File: src/shared/ccpu_defs.svh
// Register offsets, field positions and reset values of the capture/compare/PWM unit.
`ifndef CCPU_DEFS_SVH
`define CCPU_DEFS_SVH
`define CCPU_OFS_CTRL 8'h00
`define CCPU_OFS_PRESCALE 8'h04
`define CCPU_OFS_RELOAD 8'h08
`define CCPU_OFS_TIMER 8'h0C
`define CCPU_OFS_CHCFG 8'h10
`define CCPU_OFS_CMP0 8'h14
`define CCPU_OFS_CAPCFG 8'h24
`define CCPU_OFS_CAP0 8'h28
`define CCPU_OFS_CAP1 8'h2C
`define CCPU_OFS_FLAGS 8'h30
`define CCPU_OFS_IEN 8'h34
`define CCPU_OFS_PLLDIV 8'h38
`define CCPU_CTRL_LOCK_BIT 8
`define CCPU_FLAG_OVF 0
`define CCPU_FLAG_CAP0 1
`define CCPU_FLAG_CMP0 3
`define CCPU_TOP16 16'hFFFF
`define CCPU_TOP8 16'h00FF
`define CCPU_PSC_TOP 10'h3FF
`define CCPU_RST_PSC 10'h3FF
`define CCPU_RST_RELOAD 16'h0000
`define CCPU_PLL_LOCK_REFS 2'h2
`endif

File: src/shared/ccpu_pkg.sv
// Types shared by the capture/compare/PWM unit.
package ccpu_pkg;
  typedef enum logic [1:0] {
    CCPU_BASIC = 2'b00,
    CCPU_ASYM = 2'b01,
    CCPU_SYM = 2'b10
  } ccpu_mode_t;
  typedef struct packed {
    logic alt_cd;
    logic alt_ab;
    logic eight_bit;
    logic dir_down;
    ccpu_mode_t mode;
    logic run;
  } ccpu_ctrl_t;
  typedef struct packed {
    logic [3:0] halt_level;
    logic [3:0] pol;
    logic [3:0] en;
  } ccpu_chcfg_t;
  typedef struct packed {
    logic [3:0] evcnt1;
    logic [3:0] evcnt0;
    logic [1:0] filt;
    logic [1:0] fall;
  } ccpu_capcfg_t;
endpackage : ccpu_pkg

File: src/ccpu_unit.sv
// Capture/compare/PWM unit with APB register access.
//
// Summary of operation
// 16-bit timer reloads value on every overflow
// 10-bit prescaler divides unit clock 1..1024
// Basic mode uses pclk, PWM modes use PLL
// PLL multiplies reference by 32
// Divider field N divides pclk by N+1
// Direction bit sets count; change reverses sequence
// Timer accessible anytime, writes applied coherently
// Every reload sets overflow flag
// Optional 8-bit counter width
// Enabled channel match sets compare flag
// Each compare output has selectable polarity
// Capture event copies timer into capture register
// Rising or falling edge per capture input
// Filter needs four equal samples first
// Event counter delays capture by N events
// Asymmetric PWM counts down ignoring direction
// Symmetric PWM counts up then down
// Pin holds level until compare event
// Alternating pairs A/B, C/D gated each cycle
// Seven interrupt sources share one request
// Flags sticky; request ORs enabled flags
//
// Register access over APB and the placing of the registers are this design's own decisions.
`timescale 1ns/1ps
`default_nettype none
`include "ccpu_defs.svh"
module ccpu_unit
  import ccpu_pkg::*;
(
  // Clock and reset.
  input wire logic pclk,
  input wire logic presetn,
  // APB slave.
  input wire logic psel,
  input wire logic penable,
  input wire logic pwrite,
  input wire logic [7:0] paddr,
  input wire logic [31:0] pwdata,
  output logic [31:0] prdata,
  output logic pready,
  output logic pslverr,
  // Pins.
  input wire logic [1:0] cap_in,
  output logic [3:0] pwm_out,
  output logic irq
);

  // ************************************************************
  // Register file.
  // ************************************************************
  ccpu_ctrl_t ctrl_reg;
  ccpu_chcfg_t chcfg_reg;
  ccpu_capcfg_t capcfg_reg;
  logic [9:0] psc_reload_reg;
  logic [15:0] reload_reg;
  logic [15:0] cmp_reg [4];
  logic [15:0] cap_reg [2];
  logic [6:0] flags_reg;
  logic [6:0] ien_reg;
  logic [3:0] pll_divider_field_reg;
  logic [15:0] tmr_reg;
  logic [15:0] tmr_shadow_reg;
  logic tmr_wr_pend_reg;
  logic pll_lock_reg;
  logic [6:0] flag_set;
  logic wr_en;
  logic setup;
  logic mapped;
  logic [31:0] rd_mux;

  assign setup = psel && !penable;
  assign wr_en = psel && penable && pready && pwrite;

  always_comb
  begin
    mapped = 1'b1;
    rd_mux = 32'h0000_0000;
    unique case (paddr)
      `CCPU_OFS_CTRL:
      begin
        rd_mux[6:0] = ctrl_reg;
        rd_mux[`CCPU_CTRL_LOCK_BIT] = pll_lock_reg;
      end
      `CCPU_OFS_PRESCALE: rd_mux[9:0] = psc_reload_reg;
      `CCPU_OFS_RELOAD: rd_mux[15:0] = reload_reg;
      `CCPU_OFS_TIMER: rd_mux[15:0] = tmr_reg;
      `CCPU_OFS_CHCFG: rd_mux[11:0] = chcfg_reg;
      `CCPU_OFS_CMP0: rd_mux[15:0] = cmp_reg[0];
      `CCPU_OFS_CMP0 + 8'h04: rd_mux[15:0] = cmp_reg[1];
      `CCPU_OFS_CMP0 + 8'h08: rd_mux[15:0] = cmp_reg[2];
      `CCPU_OFS_CMP0 + 8'h0C: rd_mux[15:0] = cmp_reg[3];
      `CCPU_OFS_CAPCFG: rd_mux[11:0] = capcfg_reg;
      `CCPU_OFS_CAP0: rd_mux[15:0] = cap_reg[0];
      `CCPU_OFS_CAP1: rd_mux[15:0] = cap_reg[1];
      `CCPU_OFS_FLAGS: rd_mux[6:0] = flags_reg;
      `CCPU_OFS_IEN: rd_mux[6:0] = ien_reg;
      `CCPU_OFS_PLLDIV: rd_mux[3:0] = pll_divider_field_reg;
      default: mapped = 1'b0;
    endcase
  end

  // Zero-wait slave: answer is registered during the setup cycle.
  always_ff @(posedge pclk or negedge presetn)
  begin
    if (!presetn)
    begin
      prdata <= 32'h0000_0000;
      pready <= 1'b0;
      pslverr <= 1'b0;
    end
    else
    begin
      pready <= setup;
      pslverr <= setup && !mapped;
      if (setup && !pwrite)
        prdata <= rd_mux;
    end
  end

  always_ff @(posedge pclk or negedge presetn)
  begin
    if (!presetn)
    begin
      ctrl_reg <= '0;
      chcfg_reg <= '0;
      capcfg_reg <= '0;
      psc_reload_reg <= `CCPU_RST_PSC;
      reload_reg <= `CCPU_RST_RELOAD;
      cmp_reg <= '{default: 16'h0000};
      ien_reg <= 7'h00;
      pll_divider_field_reg <= 4'h0;
    end
    else if (wr_en)
    begin
      unique case (paddr)
        `CCPU_OFS_CTRL: ctrl_reg <= ccpu_ctrl_t'(pwdata[6:0]);
        `CCPU_OFS_PRESCALE: psc_reload_reg <= pwdata[9:0];
        `CCPU_OFS_RELOAD: reload_reg <= pwdata[15:0];
        `CCPU_OFS_CHCFG: chcfg_reg <= ccpu_chcfg_t'(pwdata[11:0]);
        `CCPU_OFS_CMP0: cmp_reg[0] <= pwdata[15:0];
        `CCPU_OFS_CMP0 + 8'h04: cmp_reg[1] <= pwdata[15:0];
        `CCPU_OFS_CMP0 + 8'h08: cmp_reg[2] <= pwdata[15:0];
        `CCPU_OFS_CMP0 + 8'h0C: cmp_reg[3] <= pwdata[15:0];
        `CCPU_OFS_CAPCFG: capcfg_reg <= ccpu_capcfg_t'(pwdata[11:0]);
        `CCPU_OFS_IEN: ien_reg <= pwdata[6:0];
        `CCPU_OFS_PLLDIV: pll_divider_field_reg <= pwdata[3:0];
        default: ;
      endcase
    end
  end

  // Sticky flags: write one to clear, a same-cycle set wins.
  always_ff @(posedge pclk or negedge presetn)
  begin
    if (!presetn)
      flags_reg <= 7'h00;
    else if (wr_en && paddr == `CCPU_OFS_FLAGS)
      flags_reg <= (flags_reg & ~pwdata[6:0]) | flag_set;
    else
      flags_reg <= flags_reg | flag_set;
  end

  // One shared request for all seven sources.
  always_ff @(posedge pclk or negedge presetn)
  begin
    if (!presetn)
      irq <= 1'b0;
    else
      irq <= |(flags_reg & ien_reg);
  end

  // ************************************************************
  // Clock selection, PLL reference divider and prescaler.
  // ************************************************************
  logic [3:0] pll_div_cnt_reg;
  logic [1:0] pll_refs_reg;
  logic pll_ref;
  logic [9:0] psc_cnt_reg;
  logic unit_clock;
  logic tick;

  assign pll_ref = pll_div_cnt_reg == pll_divider_field_reg;

  // The multiplied PLL rate is never below pclk, so lock gates the PWM clock.
  always_ff @(posedge pclk or negedge presetn)
  begin
    if (!presetn)
    begin
      pll_div_cnt_reg <= 4'h0;
      pll_refs_reg <= 2'h0;
      pll_lock_reg <= 1'b0;
    end
    else
    begin
      pll_div_cnt_reg <= pll_ref ? 4'h0 : 4'(pll_div_cnt_reg + 4'h1);
      if (ctrl_reg.mode == CCPU_BASIC)
      begin
        pll_refs_reg <= 2'h0;
        pll_lock_reg <= 1'b0;
      end
      else if (pll_ref && !pll_lock_reg)
      begin
        pll_refs_reg <= 2'(pll_refs_reg + 2'h1);
        pll_lock_reg <= pll_refs_reg == `CCPU_PLL_LOCK_REFS - 2'h1;
      end
    end
  end

  assign unit_clock = (ctrl_reg.mode == CCPU_BASIC) || pll_lock_reg;
  assign tick = unit_clock && ctrl_reg.run && psc_cnt_reg == `CCPU_PSC_TOP;

  always_ff @(posedge pclk or negedge presetn)
  begin
    if (!presetn)
      psc_cnt_reg <= `CCPU_RST_PSC;
    else if (unit_clock && ctrl_reg.run)
      psc_cnt_reg <= tick ? psc_reload_reg : 10'(psc_cnt_reg + 10'h001);
  end

  // ************************************************************
  // Timer.
  // ************************************************************
  logic [15:0] top;
  logic [15:0] rld;
  logic [15:0] tmr_next;
  logic sym_up_reg;
  logic sym_up_next;
  logic reload_evt;
  logic counting_up;

  assign top = ctrl_reg.eight_bit ? `CCPU_TOP8 : `CCPU_TOP16;
  assign rld = reload_reg & top;

  always_comb
  begin
    tmr_next = tmr_reg;
    sym_up_next = sym_up_reg;
    reload_evt = 1'b0;
    counting_up = 1'b0;
    if (tick)
    begin
      unique case (ctrl_reg.mode)
        CCPU_SYM:
        begin
          counting_up = sym_up_reg;
          if (sym_up_reg && tmr_reg >= rld)
          begin
            sym_up_next = 1'b0;
            tmr_next = 16'(tmr_reg - 16'h0001);
          end
          else if (sym_up_reg)
            tmr_next = 16'(tmr_reg + 16'h0001);
          else if (tmr_reg == 16'h0000)
          begin
            sym_up_next = 1'b1;
            reload_evt = 1'b1;
            tmr_next = 16'h0001;
          end
          else
            tmr_next = 16'(tmr_reg - 16'h0001);
        end
        CCPU_ASYM:
        begin
          reload_evt = tmr_reg == 16'h0000;
          tmr_next = reload_evt ? rld : 16'(tmr_reg - 16'h0001);
        end
        default:
        begin
          counting_up = !ctrl_reg.dir_down;
          if (counting_up)
          begin
            reload_evt = tmr_reg == top;
            tmr_next = reload_evt ? rld : 16'(tmr_reg + 16'h0001);
          end
          else
          begin
            reload_evt = tmr_reg == 16'h0000;
            tmr_next = reload_evt ? rld : 16'(tmr_reg - 16'h0001);
          end
        end
      endcase
    end
  end

  // A bus write lands in the shadow and is applied whole on the next edge.
  always_ff @(posedge pclk or negedge presetn)
  begin
    if (!presetn)
    begin
      tmr_reg <= 16'h0000;
      tmr_shadow_reg <= 16'h0000;
      tmr_wr_pend_reg <= 1'b0;
      sym_up_reg <= 1'b1;
    end
    else
    begin
      tmr_wr_pend_reg <= wr_en && paddr == `CCPU_OFS_TIMER;
      if (wr_en && paddr == `CCPU_OFS_TIMER)
        tmr_shadow_reg <= pwdata[15:0];
      tmr_reg <= (tmr_wr_pend_reg ? tmr_shadow_reg : tmr_next) & top;
      sym_up_reg <= ctrl_reg.mode == CCPU_SYM ? sym_up_next : 1'b1;
    end
  end

  // ************************************************************
  // Compare channels and PWM outputs.
  // ************************************************************
  logic [3:0] match;
  logic [3:0] cmp_state_reg;
  logic phase_reg;
  logic asym;

  assign asym = ctrl_reg.mode == CCPU_ASYM;

  always_comb
  begin
    for (int i = 0; i < 4; i++)
      match[i] = tick && chcfg_reg.en[i] && tmr_reg == cmp_reg[i];
  end

  always_ff @(posedge pclk or negedge presetn)
  begin
    if (!presetn)
    begin
      cmp_state_reg <= 4'h0;
      phase_reg <= 1'b0;
    end
    else
    begin
      if (reload_evt && asym)
        phase_reg <= !phase_reg;
      for (int i = 0; i < 4; i++)
      begin
        if (!chcfg_reg.en[i])
          cmp_state_reg[i] <= chcfg_reg.halt_level[i];
        else if (ctrl_reg.mode == CCPU_BASIC)
        begin
          if (match[i])
            cmp_state_reg[i] <= !cmp_state_reg[i];
        end
        else if (ctrl_reg.mode == CCPU_SYM)
        begin
          if (match[i])
            cmp_state_reg[i] <= counting_up;
        end
        else if (match[i])
          cmp_state_reg[i] <= 1'b1;
        else if (reload_evt)
          cmp_state_reg[i] <= 1'b0;
      end
    end
  end

  always_ff @(posedge pclk or negedge presetn)
  begin
    if (!presetn)
      pwm_out <= 4'h0;
    else
    begin
      for (int i = 0; i < 4; i++)
      begin
        if (asym && (i < 2 ? ctrl_reg.alt_ab : ctrl_reg.alt_cd)
            && (phase_reg ^ i[0]))
          pwm_out[i] <= chcfg_reg.pol[i];
        else
          pwm_out[i] <= cmp_state_reg[i] ^ chcfg_reg.pol[i];
      end
    end
  end

  // ************************************************************
  // Capture inputs.
  // ************************************************************
  logic [3:0] samp_reg [2];
  logic [1:0] level_reg;
  logic [1:0] edge_evt;
  logic [1:0] cap_evt;
  logic [3:0] ev_cnt_reg [2];
  logic [3:0] ev_cfg [2];

  assign ev_cfg[0] = capcfg_reg.evcnt0;
  assign ev_cfg[1] = capcfg_reg.evcnt1;

  always_comb
  begin
    for (int i = 0; i < 2; i++)
    begin
      if (capcfg_reg.filt[i])
        edge_evt[i] = (samp_reg[i] == {4{!level_reg[i]}});
      else
        edge_evt[i] = samp_reg[i][0] != level_reg[i];
      edge_evt[i] = edge_evt[i] && (level_reg[i] == capcfg_reg.fall[i]);
      cap_evt[i] = edge_evt[i] && ev_cnt_reg[i] == ev_cfg[i];
    end
  end

  always_ff @(posedge pclk or negedge presetn)
  begin
    if (!presetn)
    begin
      samp_reg <= '{default: 4'h0};
      level_reg <= 2'b00;
      ev_cnt_reg <= '{default: 4'h0};
      cap_reg <= '{default: 16'h0000};
    end
    else
    begin
      for (int i = 0; i < 2; i++)
      begin
        samp_reg[i] <= {samp_reg[i][2:0], cap_in[i]};
        if (capcfg_reg.filt[i] ? samp_reg[i] == {4{!level_reg[i]}}
            : samp_reg[i][0] != level_reg[i])
          level_reg[i] <= !level_reg[i];
        if (cap_evt[i])
        begin
          ev_cnt_reg[i] <= 4'h0;
          cap_reg[i] <= tmr_reg;
        end
        else if (edge_evt[i])
          ev_cnt_reg[i] <= 4'(ev_cnt_reg[i] + 4'h1);
      end
    end
  end

  assign flag_set = {match, cap_evt, reload_evt};
endmodule : ccpu_unit
`default_nettype wire

File: config.mk
export PLATFORM = sky130hd
export DESIGN_NAME = ccpu_unit
export DESIGN_NICKNAME = d
export VERILOG_FILES = /design/src/shared/ccpu_pkg.sv /design/src/ccpu_unit.sv
export VERILOG_INCLUDE_DIRS = /design/src /design/src/shared
export SDC_FILE = /design/constraint.sdc
export NUM_CORES = 1
export LEC_CHECK = 0
export BUFFER_PORTS_ARGS = -buffer_cell sky130_fd_sc_hd__buf_2
export CAP_MARGIN = 25
export CORE_MARGIN = 2
export CORE_UTILIZATION = 50
export CTS_CLUSTER_DIAMETER = 100
export DETAILED_ROUTE_END_ITERATION = 6
export PLACE_DENSITY = 0.7
export REMOVE_ABC_BUFFERS = 1
export SYNTH_ARGS = -nofsm -noshare
export SYNTH_HDL_FRONTEND = slang
export SYNTH_SLANG_ARGS = --single-unit
File: constraint.sdc
create_clock -name pclk -period 2.8 [get_ports pclk]
set_clock_uncertainty 0.2 [all_clocks]
set_input_delay 0.56 -clock pclk [delete_from_list [all_inputs] [get_ports pclk]]
set_output_delay 0.56 -clock pclk [all_outputs]
set_load 0.01 [all_outputs]
# After elaboration in Yosys (flattened, before gate mapping)
# Cells that the tools add are included.
# totals
reg_bits,268
latch_bits,0
mem_bits_rw,0
mem_bits_ro,0
n_memories,0
# classes
addsub,7
multipliers,0
n_div,0
magnitude_cmp,1
n_eq_ne,45
n_shift,0
n_mux,71
bitwise_logic,12
n_reduce_logical,66
# op_table
operator,count
$mux 16,9
$eq 16x16->1,5
$pmux 4 s15,1
$eq 8x6->1 const B,7
$mux 1,44
$pmux 3 s14,1
$and 16x16->16,2
$eq 8x5->1 const B,4
$pmux 16 s2,1
$pmux 4 s8,1
$logic_and 1x1->1,31
$ne 3x3->1 const B,8
$pmux 1 s11,2
$reduce_and 2->1,11
$eq 4x4->1,5
$mux 4,5
$pmux 2 s10,1
$add 16x1->16 const B,1
$eq 8x4->1 const B,2
$ge 16x16->1,1
$logic_not 16->1,1
$sub 16x1->16 const B,1
$reduce_or 15->1,1
$and 7x7->7,2
27 further kinds,55

# Depth between registers and ports, before layout
# depth
depth_word,12
depth_mapped,13

# Worst setup path before layout
# Ideal clock, no wire load.
# synth_timing
path_type,register -> register
startpoint,register tmr_reg[0]
endpoint,register tmr_reg[14]
setup_ps,137
arrival_ps,2611
path_slack_ps,-148
stages_incl_launch_ff,10
n_path_buf,1
period_less_slack_ps,2948
cell_sequence,dfrtp_1 buf_2 inv_1 ha_1 or4b_4 nor4_4 nand2_1 a221o_1 a221oi_2 a211oi_1
# synth_between
elab_chain_len,8
# synth_lines
element,line_no,text
start: declaration,ccpu_unit.sv:64,logic [15:0] tmr_reg;
start signal: assignment,ccpu_unit.sv:303,tmr_reg <= (tmr_wr_pend_reg ? tmr_shadow_reg : tmr_next) & top;
$sub 16x1->16 / $logic_not 16->1 (equally long branches),-,
$mux 16,ccpu_unit.sv:256,else if (tmr_reg == 16'h0000)
$mux 16,ccpu_unit.sv:254,else if (sym_up_reg)
$mux 16,ccpu_unit.sv:249,if (sym_up_reg && tmr_reg >= rld)
$pmux 16 s2 *,ccpu_unit.sv:245,unique case (ctrl_reg.mode)
$mux 16 *,ccpu_unit.sv:243,if (tick)
$mux 16 *,ccpu_unit.sv:303,
$and 16x16->16 *,ccpu_unit.sv:303,
# Every way passes the cells marked *; elsewhere a longest branch is shown, timed or not.
# A chain may end at the register's enable or synchronous reset.

# Worst setup path in the final report
# layout_timing
startpoint,register ctrl_reg[4] (netlist name)
endpoint,register tmr_reg[13]
# layout_between
elab_chain_len,9
# layout_lines
element,line_no,text
start: declaration,ccpu_unit.sv:54,ccpu_ctrl_t ctrl_reg;
start signal: assignment,ccpu_unit.sv:139,`CCPU_OFS_CTRL: ctrl_reg <= ccpu_ctrl_t'(pwdata[6:0]);
$mux 16 (no line) *,-,
$and 16x16->16,ccpu_unit.sv:235,assign rld = reload_reg & top;
$ge 16x16->1,ccpu_unit.sv:249,
$logic_and 1x1->1,ccpu_unit.sv:249,
$mux 16,ccpu_unit.sv:249,
$pmux 16 s2,ccpu_unit.sv:245,
$mux 16,ccpu_unit.sv:243,
$mux 16,ccpu_unit.sv:303,
$and 16x16->16 *,ccpu_unit.sv:303,
# Marked as above.

==> flow_summary_export.csv <==
group,metric,value,unit
status,status,"finished with violations",
status,violations,"setup timing",
routing,wl,55340,microns
setup_path,startpoint_type,"register",
routing,via_count,13857,
layout,layout_common_cells,"dfrtp_1, buf_4, mux2_2",
power,irDropWorstVdd,531.0,uV
timing,finalMaxSlewViolations,0,
synthesis,synth.distinct_cells,79,
timing,holdWs,109.5,ps
placed_design,post-place-ws,-170.6,ps
power,leakage,8.808,nW
timing,setup_viol,1,
layout,area_growth,22.12,%
setup_path,r2r_cells,14,
grt,grt_max_degree,71,
cts,numCtsBuffers,30,
floorplan,ioPinCount,86,
layout,finalNetCount,1818,
floorplan,row_count,64,
synthesis,ys_seq_elements,268,
synthesis,synth_xor_area_frac,0.06007,
grt,grt_pass1_wl,84060,microns
synthesis,avgSynthCellArea,9.990,sq um
synthesis,synth_edf_count,0,
synthesis,yosysTopAreaCellShare,0.3999,
setup_path,critPathCaptureType,"register",
cts,htreeDepth,1,
synthesis,synthAdderAreaFrac,0.02105,
routing,drc,0,
cts,clk_latency,570,ps
timing,fin_crit,2808,ps
synthesis,synth_top_family_by_area,"simple AND/OR/NAND/NOR gates",
routing,routedWlPerCell,25.58,microns
hold_path,holdCritPathClass,"in2reg",
timing,worstMarginPinSlew,973.2,ps
layout,layout_commonest_cell,"dfrtp_1",
setup_path,critical_path.startpoint,"ctrl_reg[4]",
setup_path,cp_slowest_cell,"dfrtp_1",
grt,grt_pass1_vias,13908,
grt,track_usage,0.3354,
floorplan,die_h,179.8,microns
routing,drt_iter0_drc,1218,
cts,root_buffer,"clkbuf_16",
setup_path,worstReg2RegStart,"ctrl_reg[4]",
timing,fmax,0.3562,GHz
synthesis,synth_top_area_cell,"dfrtp_1",
synthesis,synth-simple-area-share,0.1681,
routing,dr.pass1.iters,7,
cts,clk_pin_slew,60,ps
synthesis,ys.warnings.count,0,
flow_run,drv_cap,0,
synthesis,synth_compound_area_frac,0.1389,
setup_path,r2r_setup_slack,-8,ps
setup_path,crit_path_end,"tmr_reg[13]",
timing,fin_ws,-7.661,ps
layout,design_area,18870,sq um
timing,max_slew_margin,0.3468,
synthesis,ys_seq_area_frac,0.4356,
routing,postRouteAntennaNets,0,
layout,final_layout_size_suffix_gt1_frac,0.3401,
synthesis,syn_area,15450,sq um
grt,antenna_found_initial,0,
synthesis,synthArstFlopShare,1.000,
placed_design,gp_congestion,1.039,
placed_design,post-dp-hpwl,40090,microns
cts,cts_tree,"done",
synthesis,muxShareOfSynthArea,0.1329,
setup_path,cpPeakStageDelay,430,ps
setup_path,crit_type,"reg2reg",
floorplan,start_util,0.5066,
cts,numClockSinks,268,
setup_path,crit_required,3080,ps
floorplan,die_w,179.8,microns
cts,clock_path_buffers,3,
synthesis,postSynthCellCount,1547,
placed_design,dpl_cell_area,17400,sq um
setup_path,path_max_fanout,6,
routing,viasPerCell,6.406,
setup_path,cp.arrival,3090,ps
timing,hold_viol,0,
grt,grt-ovfl-total,0,
layout,fill_cells,2563,
timing,finalCritPeriodShare,1.003,
layout,largest_reg_flops,64,
floorplan,coreArea,30510,sq um
power,powerDensity,455.1,nW/um^2
setup_path,cp_cell_sequence,"inv_2, buf_6, nand2_1, ha_1, nand2_2, nor3_2, buf_4, o311ai_4, and3_4, clkbuf_16, o21ai_4, buf_6, nand2_1, a31oi_1",
synthesis,ys.flop_type,"dfrtp_1",
synthesis,synthTopCellsByArea,"dfrtp_1, mux2_2, xnor2_1",
layout,final_core_util,0.6186,
floorplan,die_area,32330,sq um
setup_path,timing.rr.end,"tmr_reg[13]",
layout,n_antenna_cell,0,
timing,rsz0062_at_grt,"true",
placed_design,port_buffers,53,
[worst min-delay path by stage]
| stage | startpoint | endpoint | slack, ps | cells after the start |
|---|---|---|---|---|
| after floorplan | presetn | cap_reg[0] | 60 | 0 |
| after global placement | samp_reg[2] | samp_reg[3] | 170 | 0 |
| after detailed placement | samp_reg[2] | samp_reg[3] | 180 | 0 |
| after CTS | psel | pready | 90 | 3 |
| after global routing | psel | pready | 130 | 3 |
| final | psel | pready | 110 | 3 |
[cells in the mapped netlist, types with 6 or more instances]
cell type / number
nor3_1: 38
a221oi_1: 11
o21ai_0: 71
dfrtp_1: 247
and3_1: 7
o311ai_0: 6
inv_1: 30
xor2_1: 34
a22o_1: 13
buf_2: 26
dfstp_2: 21
nor2b_1: 13
ha_1: 26
nand3_1: 58
nor4_1: 10
o211ai_1: 7
a22oi_1: 73
and2_1: 6
a21oi_1: 51
a211oi_1: 10
nor2_1: 89
buf_1: 6
mux2i_1: 6
buf_4: 19
or3_1: 9
nand2_1: 156
xnor2_1: 72
mux2_2: 177
nand2b_1: 15
clkbuf_1: 65
nand4_1: 39
a31oi_1: 12
a222oi_1: 6
[final cells by class]
type | count | area (sq um) | area share
inverter | 31 | 118.9 | 0.006298
sequential | 268 | 6741 | 0.3572
multi-input combinational | 1146 | 8389 | 0.4445
clock inverter | 15 | 135.1 | 0.007160
clock buffer | 39 | 865.8 | 0.04588
timing repair buffer | 268 | 2127 | 0.1127
tap | 396 | 495.5 | 0.02625
[stage by stage]
stage,std cells,setup TNS [ps],power (mW)
5_1_grt,2163,-503.4,8.816
6_report,2163,-7.661,8.588
3_5_place_dp,2094,-1249,4.600
2_1_floorplan,1445,-4512,4.265
4_1_cts,2151,-16.79,8.589
3_3_place_gp,2094,-784.6,4.584
[where the power goes]
part / switching [mW] / total [mW] / internal, mW / leakage [nW]
Combinational: 0.374 / 0.587 / 0.213 / 4.72
Clock: 1.68 / 4.03 / 2.35 / 0.503
Sequential: 0.0474 / 3.98 / 3.93 / 3.59
Total: 2.10 / 8.59 / 6.49 / 8.81
[metal layers]
metal  wire length [microns]  vias up  GRT usage
met5                       0        -          0
met4                    2439        0     0.1281
met3                    5420      162    0.06787
met2                   25290      783     0.5339
met1                   22190     6872     0.4528
li1                        -     6040          -
[worst max-delay path: cells and delay by family (launching register included)]
kind | cells | cell delay (ps)
and+or+nand+nor | 5 | 640
buffers and inverters | 5 | 710
DFF | 1 | 430
AOI/OAI and AO/OA | 3 | 450
adders and majority gates | 1 | 300
[timing repair]
item | in CTS | in global routing
setup endpoints to repair | 20 | 21
pin swaps | 3 | 33
gates cloned | 0 | 1
buffers inserted | 0 | 11
hold endpoints to repair | 53 | 0
hold buffers | 3 | 0
gates resized for setup | 10 | 69
[cell families (layout without fill, tap and decap cells)]
kind of cell | Yosys count | after routing
other | 1 | 16
adder cells (fa/ha/maj) | 26 | 26
multiplexers | 183 | 183
AO/OA/AOI/OAI | 313 | 313
XOR/XNOR | 106 | 106
AND/OR/NAND/NOR | 502 | 502
buffers and inverters | 148 | 353
flip-flops | 268 | 268
Note: power is estimated with default switching activity, not from simulation.
